<file path="config.mk">
export PLATFORM = sky130hd
export DESIGN_NAME = smc_top
export DESIGN_NICKNAME = d
export VERILOG_FILES = /design/src/smc_pkg.sv /design/src/smc_ctl_if.sv /design/src/smc_wake_qual.sv /design/src/smc_delay_cnt.sv /design/src/smc_top.sv
export VERILOG_INCLUDE_DIRS = /design/src
export SDC_FILE = /design/constraint.sdc
export NUM_CORES = 1
export LEC_CHECK = 0
export BUFFER_PORTS_ARGS = -buffer_cell sky130_fd_sc_hd__buf_2
export CAP_MARGIN = 20
export CORE_MARGIN = 10
export CORE_UTILIZATION = 36
export CTS_CLUSTER_DIAMETER = 80
export DETAILED_ROUTE_END_ITERATION = 10
export GPL_ROUTABILITY_DRIVEN = 0
export PLACE_DENSITY = 0.63
export RECOVER_POWER = 100
export SYNTH_ARGS = -nofsm -noshare
export SYNTH_HDL_FRONTEND = slang
export SYNTH_SLANG_ARGS = --single-unit
</file>
<file path="constraint.sdc">
create_clock -name clk_sys -period 6.2 [get_ports clk_sys]
set_input_delay 0.31 -clock clk_sys [delete_from_list [all_inputs] [get_ports clk_sys]]
set_output_delay 0.31 -clock clk_sys [all_outputs]
set_load 0.05 [all_outputs]
</file>
<file path="src/smc_defs.svh">
// Constants of the sleep mode controller
`ifndef SMC_DEFS_SVH
`define SMC_DEFS_SVH
`define SMC_ADDR_CTRL     12'h000
`define SMC_ADDR_STAT     12'h004
`define SMC_CTRL_RST      8'h00
`define SMC_CTRL_SLP_EN   7
`define SMC_CTRL_MODE_HI  6
`define SMC_CTRL_MODE_LO  4
`define SMC_STAT_T2U      7
`define SMC_STAT_SLP      8
`define SMC_HALT_CYC      5'h04
`define SMC_STBY_CYC      5'h06
`define SMC_RC_CYC        5'h06
`define SMC_XTAL_CYC      5'h12
`define SMC_XTAL_FUSE_MIN 4'h5
`define SMC_NWAKE         7
`define SMC_W_EXT         0
`define SMC_W_TWO_WIRE    1
`define SMC_W_T2          2
`define SMC_W_SPM         3
`define SMC_W_ADC         4
`define SMC_W_IO          5
`define SMC_W_CMP         6
`define SMC_WM_NR         7'h1F
`define SMC_WM_PD         7'h03
`endif

</file>
<file path="src/smc_pkg.sv">
// Types of the sleep mode controller
package smc_pkg;
    typedef enum logic [2:0] {
        MD_IDLE  = 3'h0,
        MD_ADCNR = 3'h1,
        MD_PDOWN = 3'h2,
        MD_PSAVE = 3'h3,
        MD_RSV4  = 3'h4,
        MD_RSV5  = 3'h5,
        MD_STBY  = 3'h6,
        MD_XSTBY = 3'h7
    } smc_mode_t;
    typedef enum logic [3:0] {
        ST_RUN   = 4'h1,
        ST_SLEEP = 4'h2,
        ST_START = 4'h4,
        ST_HALT  = 4'h8
    } smc_state_t;
endpackage

</file>
<file path="src/smc_ctl_if.sv">
// Interface between the controller and its wake filter and delay counter
`timescale 1ns/1ps
`default_nettype none
interface smc_ctl_if;
    smc_pkg::smc_mode_t mode;
    logic [6:0]         src;
    logic               t2Async;
    logic               cmpDis;
    logic               hit;
    logic               load;
    logic [4:0]         loadVal;
    logic               done;
    modport top  (output mode, src, t2Async, cmpDis, load, loadVal, input hit, done);
    modport qual (input mode, src, t2Async, cmpDis, output hit);
    modport cnt  (input load, loadVal, output done);
endinterface
`default_nettype wire

</file>
<file path="src/smc_wake_qual.sv">
// Wake source filter per sleep mode
`timescale 1ns/1ps
`default_nettype none
`include "smc_defs.svh"
module smc_wake_qual (
    // Clock and reset
    input  wire logic clk_sys,
    input  wire logic srst,
    // Controller side
    smc_ctl_if.qual   ctl
);
    import smc_pkg::*;
    logic [6:0] mask;
    logic [6:0] t2Bit;
    assign t2Bit = ctl.t2Async ? 7'h04 : 7'h00;
    always_comb
    begin
        case (ctl.mode)
            MD_IDLE:  mask = ctl.cmpDis ? 7'h3F : 7'h7F;
            MD_ADCNR: mask = `SMC_WM_NR;
            MD_PDOWN: mask = `SMC_WM_PD;
            MD_STBY:  mask = `SMC_WM_PD;
            MD_PSAVE: mask = `SMC_WM_PD | t2Bit;
            MD_XSTBY: mask = `SMC_WM_PD | t2Bit;
            default:  mask = 7'h00;
        endcase
    end
    assign ctl.hit = |(ctl.src & mask);
    pd_filter_a: assert property (@(posedge clk_sys) disable iff (srst)
        (ctl.hit && ctl.mode == MD_PDOWN) |-> (ctl.src[1:0] != 2'h0))
        else $error("power-down wake from a blocked source");
endmodule
`default_nettype wire

</file>
<file path="src/smc_delay_cnt.sv">
// Down counter timing start-up and core halt
`timescale 1ns/1ps
`default_nettype none
module smc_delay_cnt (
    // Clock and reset
    input  wire logic clk_sys,
    input  wire logic srst,
    input  wire logic ce,
    // Controller side
    smc_ctl_if.cnt    ctl
);
    logic [4:0] cnt_r;
    always_ff @(posedge clk_sys)
    begin
        if (srst)
            cnt_r <= 5'h00;
        else if (ce)
        begin
            if (ctl.load)
                cnt_r <= ctl.loadVal;
            else if (cnt_r != 5'h00)
                cnt_r <= cnt_r - 5'h01;
        end
    end
    // Last cycle of the loaded span
    assign ctl.done = (cnt_r == 5'h01);
endmodule
`default_nettype wire

</file>
<file path="src/smc_top.sv">
// Sleep mode controller with APB control and status registers
`timescale 1ns/1ps
`default_nettype none
`include "smc_defs.svh"
module smc_top (
    // Clock, reset, enable
    input  wire logic        clk_sys,
    input  wire logic        srst,
    input  wire logic        ce,
    // APB slave
    input  wire logic [11:0] paddr,
    input  wire logic        psel,
    input  wire logic        penable,
    input  wire logic        pwrite,
    input  wire logic [31:0] pwdata,
    output logic      [31:0] prdata,
    output logic             pready,
    output logic             pslverr,
    // Core handshake
    input  wire logic        sleepInstr,
    input  wire logic        sleepReset,
    output logic             coreHalt,
    output logic             irqRun,
    output logic             resetWake,
    output logic             sleeping,
    // Peripheral settings
    input  wire logic        comparatorDisable,
    input  wire logic        timer2AsyncSelect,
    input  wire logic        adcEnabled,
    // Pins
    input  wire logic [6:0]  wakePins,
    input  wire logic [3:0]  clockSourceFuses,
    // Clock domain gates, oscillator enables, comparator power-down and conversion start
    output logic             coreClockDomainEn,
    output logic             programMemClockDomainEn,
    output logic             ioClockDomainEn,
    output logic             converterClockDomainEn,
    output logic             asyncClockDomainEn,
    output logic             mainOscEn,
    output logic             timerOscEn,
    output logic             comparatorPowerDown,
    output logic             adcStart
);
    import smc_pkg::*;

    smc_ctl_if ctl ();

    smc_wake_qual uQual (
        .clk_sys (clk_sys),
        .srst    (srst),
        .ctl     (ctl.qual)
    );

    smc_delay_cnt uCnt (
        .clk_sys (clk_sys),
        .srst    (srst),
        .ce      (ce),
        .ctl     (ctl.cnt)
    );

    // Pin synchroniser; wake levels must outlast it
    logic [10:0] syncA_r;
    logic [10:0] syncB_r;
    always_ff @(posedge clk_sys)
    begin
        if (srst)
        begin
            syncA_r <= 11'h000;
            syncB_r <= 11'h000;
        end
        else if (ce)
        begin
            syncA_r <= {clockSourceFuses, wakePins};
            syncB_r <= syncA_r;
        end
    end

    logic [6:0] wakeSync;
    logic [3:0] fuseSync;
    logic       crystalSel;
    assign wakeSync   = syncB_r[6:0];
    assign fuseSync   = syncB_r[10:7];
    assign crystalSel = (fuseSync >= `SMC_XTAL_FUSE_MIN);

    // Registers
    logic [7:0] ctrl_r;
    logic       t2Undef_r;
    smc_state_t state_r;
    smc_state_t stateNxt;
    smc_mode_t  actMode_r;
    smc_mode_t  modeNxt;

    // Entry decode
    logic [2:0] selCode;
    logic       modeRsv;
    logic       stbyCode;
    logic       entryOk;
    logic       takeSleep;
    assign selCode   = ctrl_r[`SMC_CTRL_MODE_HI:`SMC_CTRL_MODE_LO];
    assign modeRsv   = selCode[2] & ~selCode[1];
    assign stbyCode  = selCode[2] & selCode[1];
    assign entryOk   = ctrl_r[`SMC_CTRL_SLP_EN] & ~modeRsv
                     & (~stbyCode | crystalSel);
    assign takeSleep = (state_r == ST_RUN) & sleepInstr & entryOk;
    assign modeNxt   = takeSleep ? smc_mode_t'(selCode) : actMode_r;

    // Wake decode
    logic shallow;
    logic stbyMode;
    logic saveMode;
    logic wakeTake;
    logic resetTake;
    logic startEnd;
    logic haltEnd;
    logic [4:0] startCyc;
    assign shallow   = (actMode_r == MD_IDLE) | (actMode_r == MD_ADCNR);
    assign stbyMode  = (actMode_r == MD_STBY) | (actMode_r == MD_XSTBY);
    assign saveMode  = (actMode_r == MD_PSAVE) | (actMode_r == MD_XSTBY);
    assign resetTake = (state_r != ST_RUN) & sleepReset;
    assign wakeTake  = (state_r == ST_SLEEP) & ~sleepReset & ctl.hit;
    assign startEnd  = (state_r == ST_START) & ~sleepReset & ctl.done;
    assign haltEnd   = (state_r == ST_HALT) & ~sleepReset & ctl.done;
    assign startCyc  = stbyMode ? `SMC_STBY_CYC :
                       (crystalSel ? `SMC_XTAL_CYC : `SMC_RC_CYC);

    assign ctl.mode    = actMode_r;
    assign ctl.src     = wakeSync;
    assign ctl.t2Async = timer2AsyncSelect;
    assign ctl.cmpDis  = comparatorDisable;
    assign ctl.load    = wakeTake | startEnd;
    assign ctl.loadVal = (wakeTake & ~shallow) ? startCyc : `SMC_HALT_CYC;

    // Sequencer; wake never clears core storage
    always_comb
    begin
        stateNxt = state_r;
        case (state_r)
            ST_RUN:
                if (takeSleep)
                    stateNxt = ST_SLEEP;
            ST_SLEEP:
                if (resetTake)
                    stateNxt = ST_RUN;
                else if (wakeTake)
                    stateNxt = shallow ? ST_HALT : ST_START;
            ST_START:
                if (resetTake)
                    stateNxt = ST_RUN;
                else if (startEnd)
                    stateNxt = ST_HALT;
            ST_HALT:
                if (resetTake | haltEnd)
                    stateNxt = ST_RUN;
            default:
                stateNxt = ST_RUN;
        endcase
    end

    // Clock gating from the next state so gates move with it
    logic asleepN;
    logic deepN;
    logic mIdle;
    logic mNr;
    logic mLowOsc;
    logic mAsy;
    assign asleepN = (stateNxt == ST_SLEEP);
    assign deepN   = asleepN | (stateNxt == ST_START);
    assign mIdle   = (modeNxt == MD_IDLE);
    assign mNr     = (modeNxt == MD_ADCNR);
    assign mLowOsc = (modeNxt == MD_PDOWN) | (modeNxt == MD_PSAVE);
    assign mAsy    = (modeNxt == MD_PSAVE) | (modeNxt == MD_XSTBY);

    logic coreEnNxt;
    logic ioEnNxt;
    logic adcEnNxt;
    logic asyEnNxt;
    logic oscEnNxt;
    logic tOscEnNxt;
    logic cmpOffNxt;
    logic adcGoNxt;
    assign coreEnNxt = ~deepN;
    assign ioEnNxt   = ~deepN | (asleepN & mIdle);
    assign adcEnNxt  = ~deepN | (asleepN & (mIdle | mNr));
    assign asyEnNxt  = ~deepN | (asleepN & (mIdle | mNr))
                     | (asleepN & mAsy & timer2AsyncSelect);
    assign oscEnNxt  = ~asleepN | ~mLowOsc;
    assign tOscEnNxt = timer2AsyncSelect & (~asleepN | mIdle | mNr | mAsy);
    assign cmpOffNxt = comparatorDisable | (asleepN & ~mIdle);
    assign adcGoNxt  = takeSleep & adcEnabled
                     & ((selCode == MD_IDLE) | (selCode == MD_ADCNR));

    // APB decode, zero wait states
    logic setup;
    logic access;
    logic ctrlSel;
    logic statSel;
    logic wrCtrl;
    logic wrStat;
    logic t2Set;
    logic t2Clr;
    logic [31:0] statVal;
    logic [31:0] rdVal;
    assign setup   = psel & ~penable;
    assign access  = psel & penable & pready;
    assign ctrlSel = (paddr == `SMC_ADDR_CTRL);
    assign statSel = (paddr == `SMC_ADDR_STAT);
    assign wrCtrl  = access & pwrite & ctrlSel;
    assign wrStat  = access & pwrite & statSel;
    assign statVal = {23'h000000, sleeping, t2Undef_r, actMode_r, state_r};
    assign rdVal   = ctrlSel ? {24'h000000, ctrl_r} : (statSel ? statVal : 32'h00000000);
    assign t2Set   = wakeTake & saveMode & ~timer2AsyncSelect;
    assign t2Clr   = wrStat & pwdata[`SMC_STAT_T2U];

    always_ff @(posedge clk_sys)
    begin
        if (srst)
        begin
            pready  <= 1'b0;
            pslverr <= 1'b0;
            prdata  <= 32'h00000000;
        end
        else if (ce)
        begin
            pready  <= setup;
            pslverr <= setup & ~(ctrlSel | statSel);
            prdata  <= (setup & ~pwrite) ? rdVal : 32'h00000000;
        end
    end

    always_ff @(posedge clk_sys)
    begin
        if (srst)
        begin
            ctrl_r    <= `SMC_CTRL_RST;
            t2Undef_r <= 1'b0;
        end
        else if (ce)
        begin
            if (wrCtrl)
                ctrl_r <= pwdata[7:0];
            // Set wins over a clear in the same cycle
            if (t2Set)
                t2Undef_r <= 1'b1;
            else if (t2Clr)
                t2Undef_r <= 1'b0;
        end
    end

    always_ff @(posedge clk_sys)
    begin
        if (srst)
        begin
            state_r   <= ST_RUN;
            actMode_r <= MD_IDLE;
        end
        else if (ce)
        begin
            state_r   <= stateNxt;
            actMode_r <= modeNxt;
        end
    end

    always_ff @(posedge clk_sys)
    begin
        if (srst)
        begin
            coreClockDomainEn       <= 1'b1;
            programMemClockDomainEn <= 1'b1;
            ioClockDomainEn         <= 1'b1;
            converterClockDomainEn  <= 1'b1;
            asyncClockDomainEn      <= 1'b1;
            mainOscEn               <= 1'b1;
            timerOscEn              <= 1'b0;
            comparatorPowerDown     <= 1'b0;
            adcStart                <= 1'b0;
            coreHalt                <= 1'b0;
            irqRun                  <= 1'b0;
            resetWake               <= 1'b0;
            sleeping                <= 1'b0;
        end
        else if (ce)
        begin
            coreClockDomainEn       <= coreEnNxt;
            programMemClockDomainEn <= coreEnNxt;
            ioClockDomainEn         <= ioEnNxt;
            converterClockDomainEn  <= adcEnNxt;
            asyncClockDomainEn      <= asyEnNxt;
            mainOscEn               <= oscEnNxt;
            timerOscEn              <= tOscEnNxt;
            comparatorPowerDown     <= cmpOffNxt;
            adcStart                <= adcGoNxt;
            coreHalt                <= (stateNxt == ST_HALT);
            irqRun                  <= haltEnd;
            resetWake               <= resetTake;
            sleeping                <= (stateNxt != ST_RUN);
        end
    end

    // Checks, with the clock enable held high
    entry_gate_a: assert property (@(posedge clk_sys) disable iff (srst || !ce)
        (state_r == ST_RUN && sleepInstr && !ctrl_r[`SMC_CTRL_SLP_EN])
            |=> (state_r == ST_RUN && !sleeping))
        else $error("sleep taken with enable bit clear");

    reserved_skip_a: assert property (@(posedge clk_sys) disable iff (srst || !ce)
        (state_r == ST_RUN && sleepInstr && modeRsv) |=> !sleeping)
        else $error("reserved mode code entered sleep");

    halt_four_a: assert property (@(posedge clk_sys) disable iff (srst || !ce || sleepReset)
        $rose(coreHalt) |-> coreHalt[*4] ##1 (!coreHalt && irqRun))
        else $error("core halt not four cycles before interrupt");

    reset_wake_a: assert property (@(posedge clk_sys) disable iff (srst || !ce)
        (sleeping && sleepReset) |=> (resetWake && !sleeping && !irqRun))
        else $error("reset in sleep did not restart core");

    idle_clocks_a: assert property (@(posedge clk_sys) disable iff (srst || !ce)
        (state_r == ST_SLEEP && actMode_r == MD_IDLE)
            |-> (!coreClockDomainEn && !programMemClockDomainEn
                 && ioClockDomainEn && converterClockDomainEn && mainOscEn))
        else $error("idle clock gating wrong");

    nr_clocks_a: assert property (@(posedge clk_sys) disable iff (srst || !ce)
        (state_r == ST_SLEEP && actMode_r == MD_ADCNR)
            |-> (!ioClockDomainEn && !coreClockDomainEn && converterClockDomainEn))
        else $error("noise mode clock gating wrong");

    pd_clocks_a: assert property (@(posedge clk_sys) disable iff (srst || !ce)
        (state_r == ST_SLEEP && actMode_r == MD_PDOWN)
            |-> (!mainOscEn && !asyncClockDomainEn && !converterClockDomainEn))
        else $error("power-down left a clock running");

    standby_osc_a: assert property (@(posedge clk_sys) disable iff (srst || !ce)
        (state_r == ST_SLEEP && actMode_r == MD_STBY)
            |-> (mainOscEn && !coreClockDomainEn && !timerOscEn))
        else $error("standby oscillator state wrong");

    adc_start_a: assert property (@(posedge clk_sys) disable iff (srst || !ce)
        (takeSleep && adcEnabled && selCode == MD_ADCNR) |=> (adcStart && sleeping))
        else $error("conversion not started on noise mode entry");

    cmp_off_a: assert property (@(posedge clk_sys) disable iff (srst || !ce)
        (state_r == ST_SLEEP && $past(comparatorDisable)) |-> comparatorPowerDown)
        else $error("comparator not powered down");

    idle_wake_c: cover property (@(posedge clk_sys) disable iff (srst)
        (state_r == ST_SLEEP && actMode_r == MD_IDLE) ##1 coreHalt);
    pd_wake_c: cover property (@(posedge clk_sys) disable iff (srst)
        (state_r == ST_START && actMode_r == MD_PDOWN) ##[1:40] irqRun);
    reset_wake_c: cover property (@(posedge clk_sys) disable iff (srst) resetWake);
endmodule
`default_nettype wire

</file>
==> results of run 1 <==
[kinds of logic (layout without fill, tap and decap cells)]
kind of cell | after synthesis | in the layout | share of synthesized area [%]
buffers and inverters | 59 | 96 | 10.3
AO/OA/AOI/OAI | 70 | 70 | 16.8
AND/OR/NAND/NOR | 127 | 127 | 18.9
XOR/XNOR | 4 | 4 | 1.09
multiplexers | 34 | 34 | 10.8
adder cells (fa/ha/maj) | 2 | 2 | 0.782
flip-flops | 66 | 66 | 41.3
other | 1 | 23 | 0.117
[through the flow]
step / cell area (um2) / setup WS, ns / power [mW] / cells
after global routing: 3660 / 3.21 / 1.16 / 530
after floorplan: 3280 / 4.13 / 0.635 / 385
after global placement: 3480 / 3.48 / 0.659 / 514
after detailed placement: 3480 / 3.49 / 0.664 / 514
final: 3660 / 3.36 / 1.10 / 530
after CTS: 3720 / 3.77 / 1.11 / 530
[Yosys cell counts (3+ instances only)]
cell	count	area [um2]
nand2_1	17	63.8
nand3_1	9	45.0
xnor2_1	3	26.3
nand4_1	3	18.8
a22o_1	8	70.1
a31oi_1	4	25.0
a21oi_1	10	50.1
mux2i_1	33	330
a22oi_1	9	67.6
clkbuf_1	13	48.8
nor4_1	5	31.3
dfxtp_1	66	1320
buf_4	25	188
nor3_1	8	40.0
inv_1	12	45.0
nor2_1	64	240
buf_2	3	15.0
o21ai_0	8	40.0
o21a_1	3	22.5
nor2b_1	3	18.8
[power groups by stage]
stage	clock network (mW)	registers [mW]	logic, mW
global placement	0	0.478	0.181
global route	0.473	0.473	0.210
CTS	0.452	0.469	0.188
finish	0.445	0.469	0.187
detailed placement	0	0.478	0.186
floorplan	0	0.483	0.151
[per-layer routing]
layer,vias to the layer above,part of all wire (%),global-route usage (%)
met2,88,45,18.6
met4,0,1.5,5.10
met1,1227,45,14.8
met5,-,0,0
li1,1343,-,-
met3,14,9.1,4.09
[layout make-up]
type	instances	area [um2]	share of cell area (%)
Multi-Input combinational cell	260	1600	43.8
Sequential cell	66	1320	36.1
Timing Repair Buffer	67	310	8.47
Clock buffer	12	145	3.96
Tap cell	108	135	3.69
Clock inverter	4	98.8	2.70
Inverter	13	48.8	1.33
[flip-flops by register name, indices dropped and copies added (netlist names), 3 cells and up]
name	count
prdata	9
syncB_r	11
ctrl_r	8
syncA_r	11
actMode_r	3
state_r	4
uCnt.cnt_r	5
[worst min-delay path, cell delays in order]
cell and delay (ns):
buf_2 0.07, mux2i_1 0.05, nor2_1 0.07
[worst min-delay path by stage]
stage                      end  slack, ns  cells past startpoint
CTS                 syncA_r[0]       0.19                      3
finish              syncA_r[3]       0.20                      3
global placement      coreHalt       0.44                      1
detailed placement    coreHalt       0.44                      1
floorplan           syncB_r[3]       0.45                      2
global route        syncA_r[2]       0.20                      3
==> qor.csv, run 1 <==
metric,value,unit
cts_setup_buffers,0,
ctsResizeCount,0,
synth_warnings,0,
reg2reg_slack,3.36,ns
ir_worst_vdd,125,uV
status,"complete, no violations",
cts_tree,yes,
critPathRequiredTime,6.39,ns
antenna_found_initial,0,
synth_ff_type,dfxtp_1,
cp_slowest_cell,a311oi_1,
setup_viol,0,
grt-ovfl-total,0,
postSynthCellCount,363,
grt_max_degree,65,
ctsHoldBuffers,0,
clockBufferDepth,2,
wl_per_cell,15.2,um
crit_path_end,comparatorPowerDown,
start_kind,register,
drc,0,
cts_max_level,3,
numPortBuffers,65,
avgViaCountPerCell,5.04,
synth_seq_cells,66,
clock-sinks,66,
reg2regPathDepth,5,
endpoint_kind,register,
slew_viol_final,0,
routed_wl,8040,um
p_int,0.792,mW
fin_crit,2.84,ns
mostFrequentLayoutCells,"dfxtp_1, nor2_1, buf_2",
ioPinCount,113,
dpl.hpwl,5740,um
fp.dieH,114,um
crit_path_max_incr_delay,0.74,ns
cts_buffers,9,
crit_chain,"or4b_1, a311oi_1, mux2_4, o22ai_1, a311oi_1",
hp-class,input port to register,
dr.pass1.iters,4,
track_usage,12.0,%
drv_cap,0,
power.switching,0.309,mW
relSlewSlack,44.2,%
nets,485,
whs,0.200,ns
rr_endpoint,comparatorPowerDown,
grt_pass1_vias,2708,
critPathBufInv,0,
diodes,0,
cts-root-buf,clkbuf_8,
hp-start,wakePins[3],
grt_setup_unrepaired,no,
p_comb_share,17.0,%
worstSetupPathType,register to register,
postRouteAntennaNets,0,
fin_setup_tns,0,ns
seqPwrFrac,42.6,%
cp-startpoint,state_r[0],
insertion_delay,0.34,ns
swShare,28.1,%
syn_area,0.00320,mm2
layout_commonest_cell,dfxtp_1,
drt_iter0_markers,168,
rows,34,
clk_pin_slew_worst_paths,0.07,ns
worstPathMaxFanout,10,
fillCellCount,899,
finalHoldViolCount,0,
max_freq,352,MHz
ys_async_sr_fraction,0,%
syn2layout_area_growth,14.5,%
final_util,42.2,%
leakagePower,1.49,nW
ys_seq_area_share,41.3,%
grt_pass1_wl,13000,um
power_density,300,mW/mm2
synth_edf_count,0,
crit_cells,5,
coreArea,0.00868,mm2
arrival,3.03,ns
path_delay_family,compound AO/OA/AOI/OAI gates,
r2r_start,state_r[0],
synthDistinctLibCells,60,
start_util,36.9,%
worst_path_most_repeated_cell,a311oi_1,
synth.avg_cell_area,8.82,um2
min_period_over_period,45.9,%
vias,2672,
dieArea,0.0131,mm2
finClkSkew,0.0116,ns
dieWidth,114,um
worst_pin_slew,0.831,ns
drive_gt1_share,14.5,%
clkPwrFrac,40.4,%
No activity file was read; power rests on OpenSTA's default activity.
==> inputs of run 2 (changes only) <==
Settings changed: ABC_AREA set to 1, PLACE_DENSITY 0.63 to 0.65.
Clock period 6.2 ns to 2.4 ns, I/O delays scaled along.
==> qor.csv, run 2 <==
metric,value,unit,change
status,"complete, no violations",,
yosysMostFrequentCell,nor2_1,,
drc,0,,unchanged
fin_crit,1.86,ns,-0.979 ns
wl_per_cell,13.1,um,-14%
hold_end,syncA_r[5],,
placed_cells,624,,+21%
antenna_found_initial,0,,unchanged
synth_ff_type,dfxtp_1,,
cts-root-buf,clkbuf_8,,
dieWidth,116,um,+1.6%
relSlewSlack,58.3,%,+14 points
dr.pass1.iters,4,,unchanged
ys_seq_area_share,39.7,%,-1.6 points
grt_setup_unrepaired,no,,
yosys-top-cells-count,"nor2_1, nand2_1, dfxtp_1",,
grt_max_degree,45,,-31%
synth_top_area_share,39.7,%,-1.6 points
layout_commonest_cell,nor2_1,,
track_usage,12.6,%,+0.61 points
worstSetupPathType,register to register,,
clockBufferDepth,2,,unchanged
leakagePower,1.70,nW,+14%
ctsResizeCount,0,,unchanged
rr_endpoint,uCnt.cnt_r[2],,
avgViaCountPerCell,4.71,,-6.6%
grt_pass1_wl,13700,um,+5.0%
hp-class,input port to register,,
hp-start,wakePins[5],,
coreArea,0.00911,mm2,+5.0%
synthDistinctLibCells,36,,-40%
synth_seq_cells,66,,unchanged
endpoint_kind,register,,
arrival,2.12,ns,-0.91 ns
top_regs,"syncA_r (11), syncB_r (11), prdata (9)",,
start_util,36.5,%,-0.36 points
critPathRequiredTime,2.65,ns,-3.74 ns
min_period_over_period,77.7,%,+32 points
worst_pin_slew,0.628,ns,-0.203 ns
fin_cells,649,,+22%
postRouteAntennaNets,0,,unchanged
finClkSkew,0.00912,ns,-0.00244 ns
ys_async_sr_fraction,0,%,unchanged
routed_wl,8470,um,+5.3%
insertion_delay,0.35,ns,about the same
syn_area,0.00333,mm2,+3.9%
synth_edf_count,0,,unchanged
fin_setup_tns,0,ns,unchanged
grt-ovfl-total,0,,unchanged
cts_max_level,3,,unchanged
synth_warnings,0,,unchanged
holdPathStages,3,,unchanged
fp.dieH,116,um,+1.6%
r2r_start,state_r[2],,
final_util,41.8,%,-0.40 points
clock-sinks,66,,unchanged
finalHoldViolCount,0,,unchanged
yosysTopAreaCell,dfxtp_1,,
slew_viol_final,0,,unchanged
dieArea,0.0135,mm2,+3.2%
cts_buffers,9,,unchanged
syn2layout_area_growth,14.5,%,about the same
max_freq,536,MHz,+52%
mostFrequentLayoutCells,"nor2_1, nand2_1, dfxtp_1",,
drt_iter0_markers,138,,-18%
clk_pin_slew_worst_paths,0.07,ns,about the same
rows,35,,+2.9%
ioPinCount,113,,unchanged
synth.avg_cell_area,7.15,um2,-19%
start_kind,register,,
dpl.hpwl,6190,um,+7.9%
power_density,741,mW/mm2,+150%
cts_tree,yes,,
synth.area.top_cells,"dfxtp_1, nor2_1, nand2_1, buf_4, o21ai_0",,
vias,3056,,+14%
grt_pass1_vias,2949,,+8.9%
ir_worst_vdd,496,uV,+300%
reg2regPathDepth,10,,+5
numPortBuffers,65,,unchanged
fillCellCount,966,,+7.5%
drv_cap,0,,unchanged
postSynthCellCount,465,,+28%
setup_viol,0,,unchanged
reg2reg_slack,0.54,ns,-2.82 ns
nets,601,,+24%
worstPathMaxFanout,6,,-4
drive_gt1_share,13.8,%,-0.67 points
==> run 2: worst max-delay path by stage <==
stage	cells after the start	end	startpoint	slack, ns
2_1_floorplan	6	ctrl_r[5]	pready	0.82
3_3_place_gp	11	asyncClockDomainEn	actMode_r[1]	0.69
3_5_place_dp	11	asyncClockDomainEn	actMode_r[1]	0.65
4_1_cts	11	asyncClockDomainEn	actMode_r[1]	0.64
5_1_grt	10	uCnt.cnt_r[2]	state_r[2]	0.31
6_report	10	uCnt.cnt_r[2]	state_r[2]	0.54
==> run 2: cells by family (layout without fill, tap and decap cells) <==
kind of cell | Yosys count | count (layout) | share of synthesized area (%)
buf+inv | 88 | 138 | 13.1
other cells | 1 | 24 | 0.113
compound gates | 98 | 98 | 16.4
fa+ha+maj | 2 | 2 | 0.752
simple gates | 209 | 209 | 29.6
flops | 66 | 66 | 39.7
xor+xnor | 1 | 1 | 0.263
==> run 2: cell type report <==
type,count,area [um2],area share [%]
diodes,1,2.50,0.0657
clock buffers,12,145,3.81
clock inverters,3,40.0,1.05
inverters,45,169,4.43
multi-input cells,333,1580,41.4
flip-flops and latches,66,1320,34.7
well taps,111,139,3.65
repair buffers,78,415,10.9
==> run 2: metal layers <==
metal | global-route usage, % | part of all wire (%) | vias up
met3 | 5.29 | 10 | 16
met2 | 19.5 | 42 | 99
met4 | 5.34 | 1.7 | 0
met5 | 0 | 0 | -
met1 | 15.1 | 46 | 1335
li1 | - | - | 1606
==> run 2: critical path, stage by stage, from the launching register on <==
cell     delay, ns
dfxtp_1       0.37
nor2_1        0.27
nand3_1       0.20
nor2_1        0.32
nand2_4       0.12
nand2_4       0.10
nand2_1       0.08
nand2_4       0.12
nand2_1       0.06
nor2_1        0.08
nor2_1        0.05
==> run 2: power by group <==
group | switching [mW] | internal [mW]
clock network | 0.420 | 0.500
registers | 0.0572 | 1.17
logic | 0.449 | 0.223
total | 0.927 | 1.90
==> run 2: repair_timing <==
action / CTS / global route
setup buffers: 0 / 0
hold buffers: 9 / 0
endpoints found under the hold margin: 9 / 0
==> run 2: stage by stage <==
| stage | hold slack (ns) | worst slack [ns] | area [um2] | power (mW) |
|---|---|---|---|---|
| 6_report | 0.0152 | 0.535 | 3810 | 2.82 |
| 4_1_cts | 0.00275 | 0.645 | 3910 | 2.87 |
| 3_5_place_dp | 0.349 | 0.655 | 3640 | 1.93 |
| 3_3_place_gp | 0.342 | 0.694 | 3640 | 1.91 |
| 5_1_grt | 0.0192 | 0.312 | 3810 | 2.99 |
| 2_1_floorplan | 0.255 | 0.823 | 3410 | 1.82 |
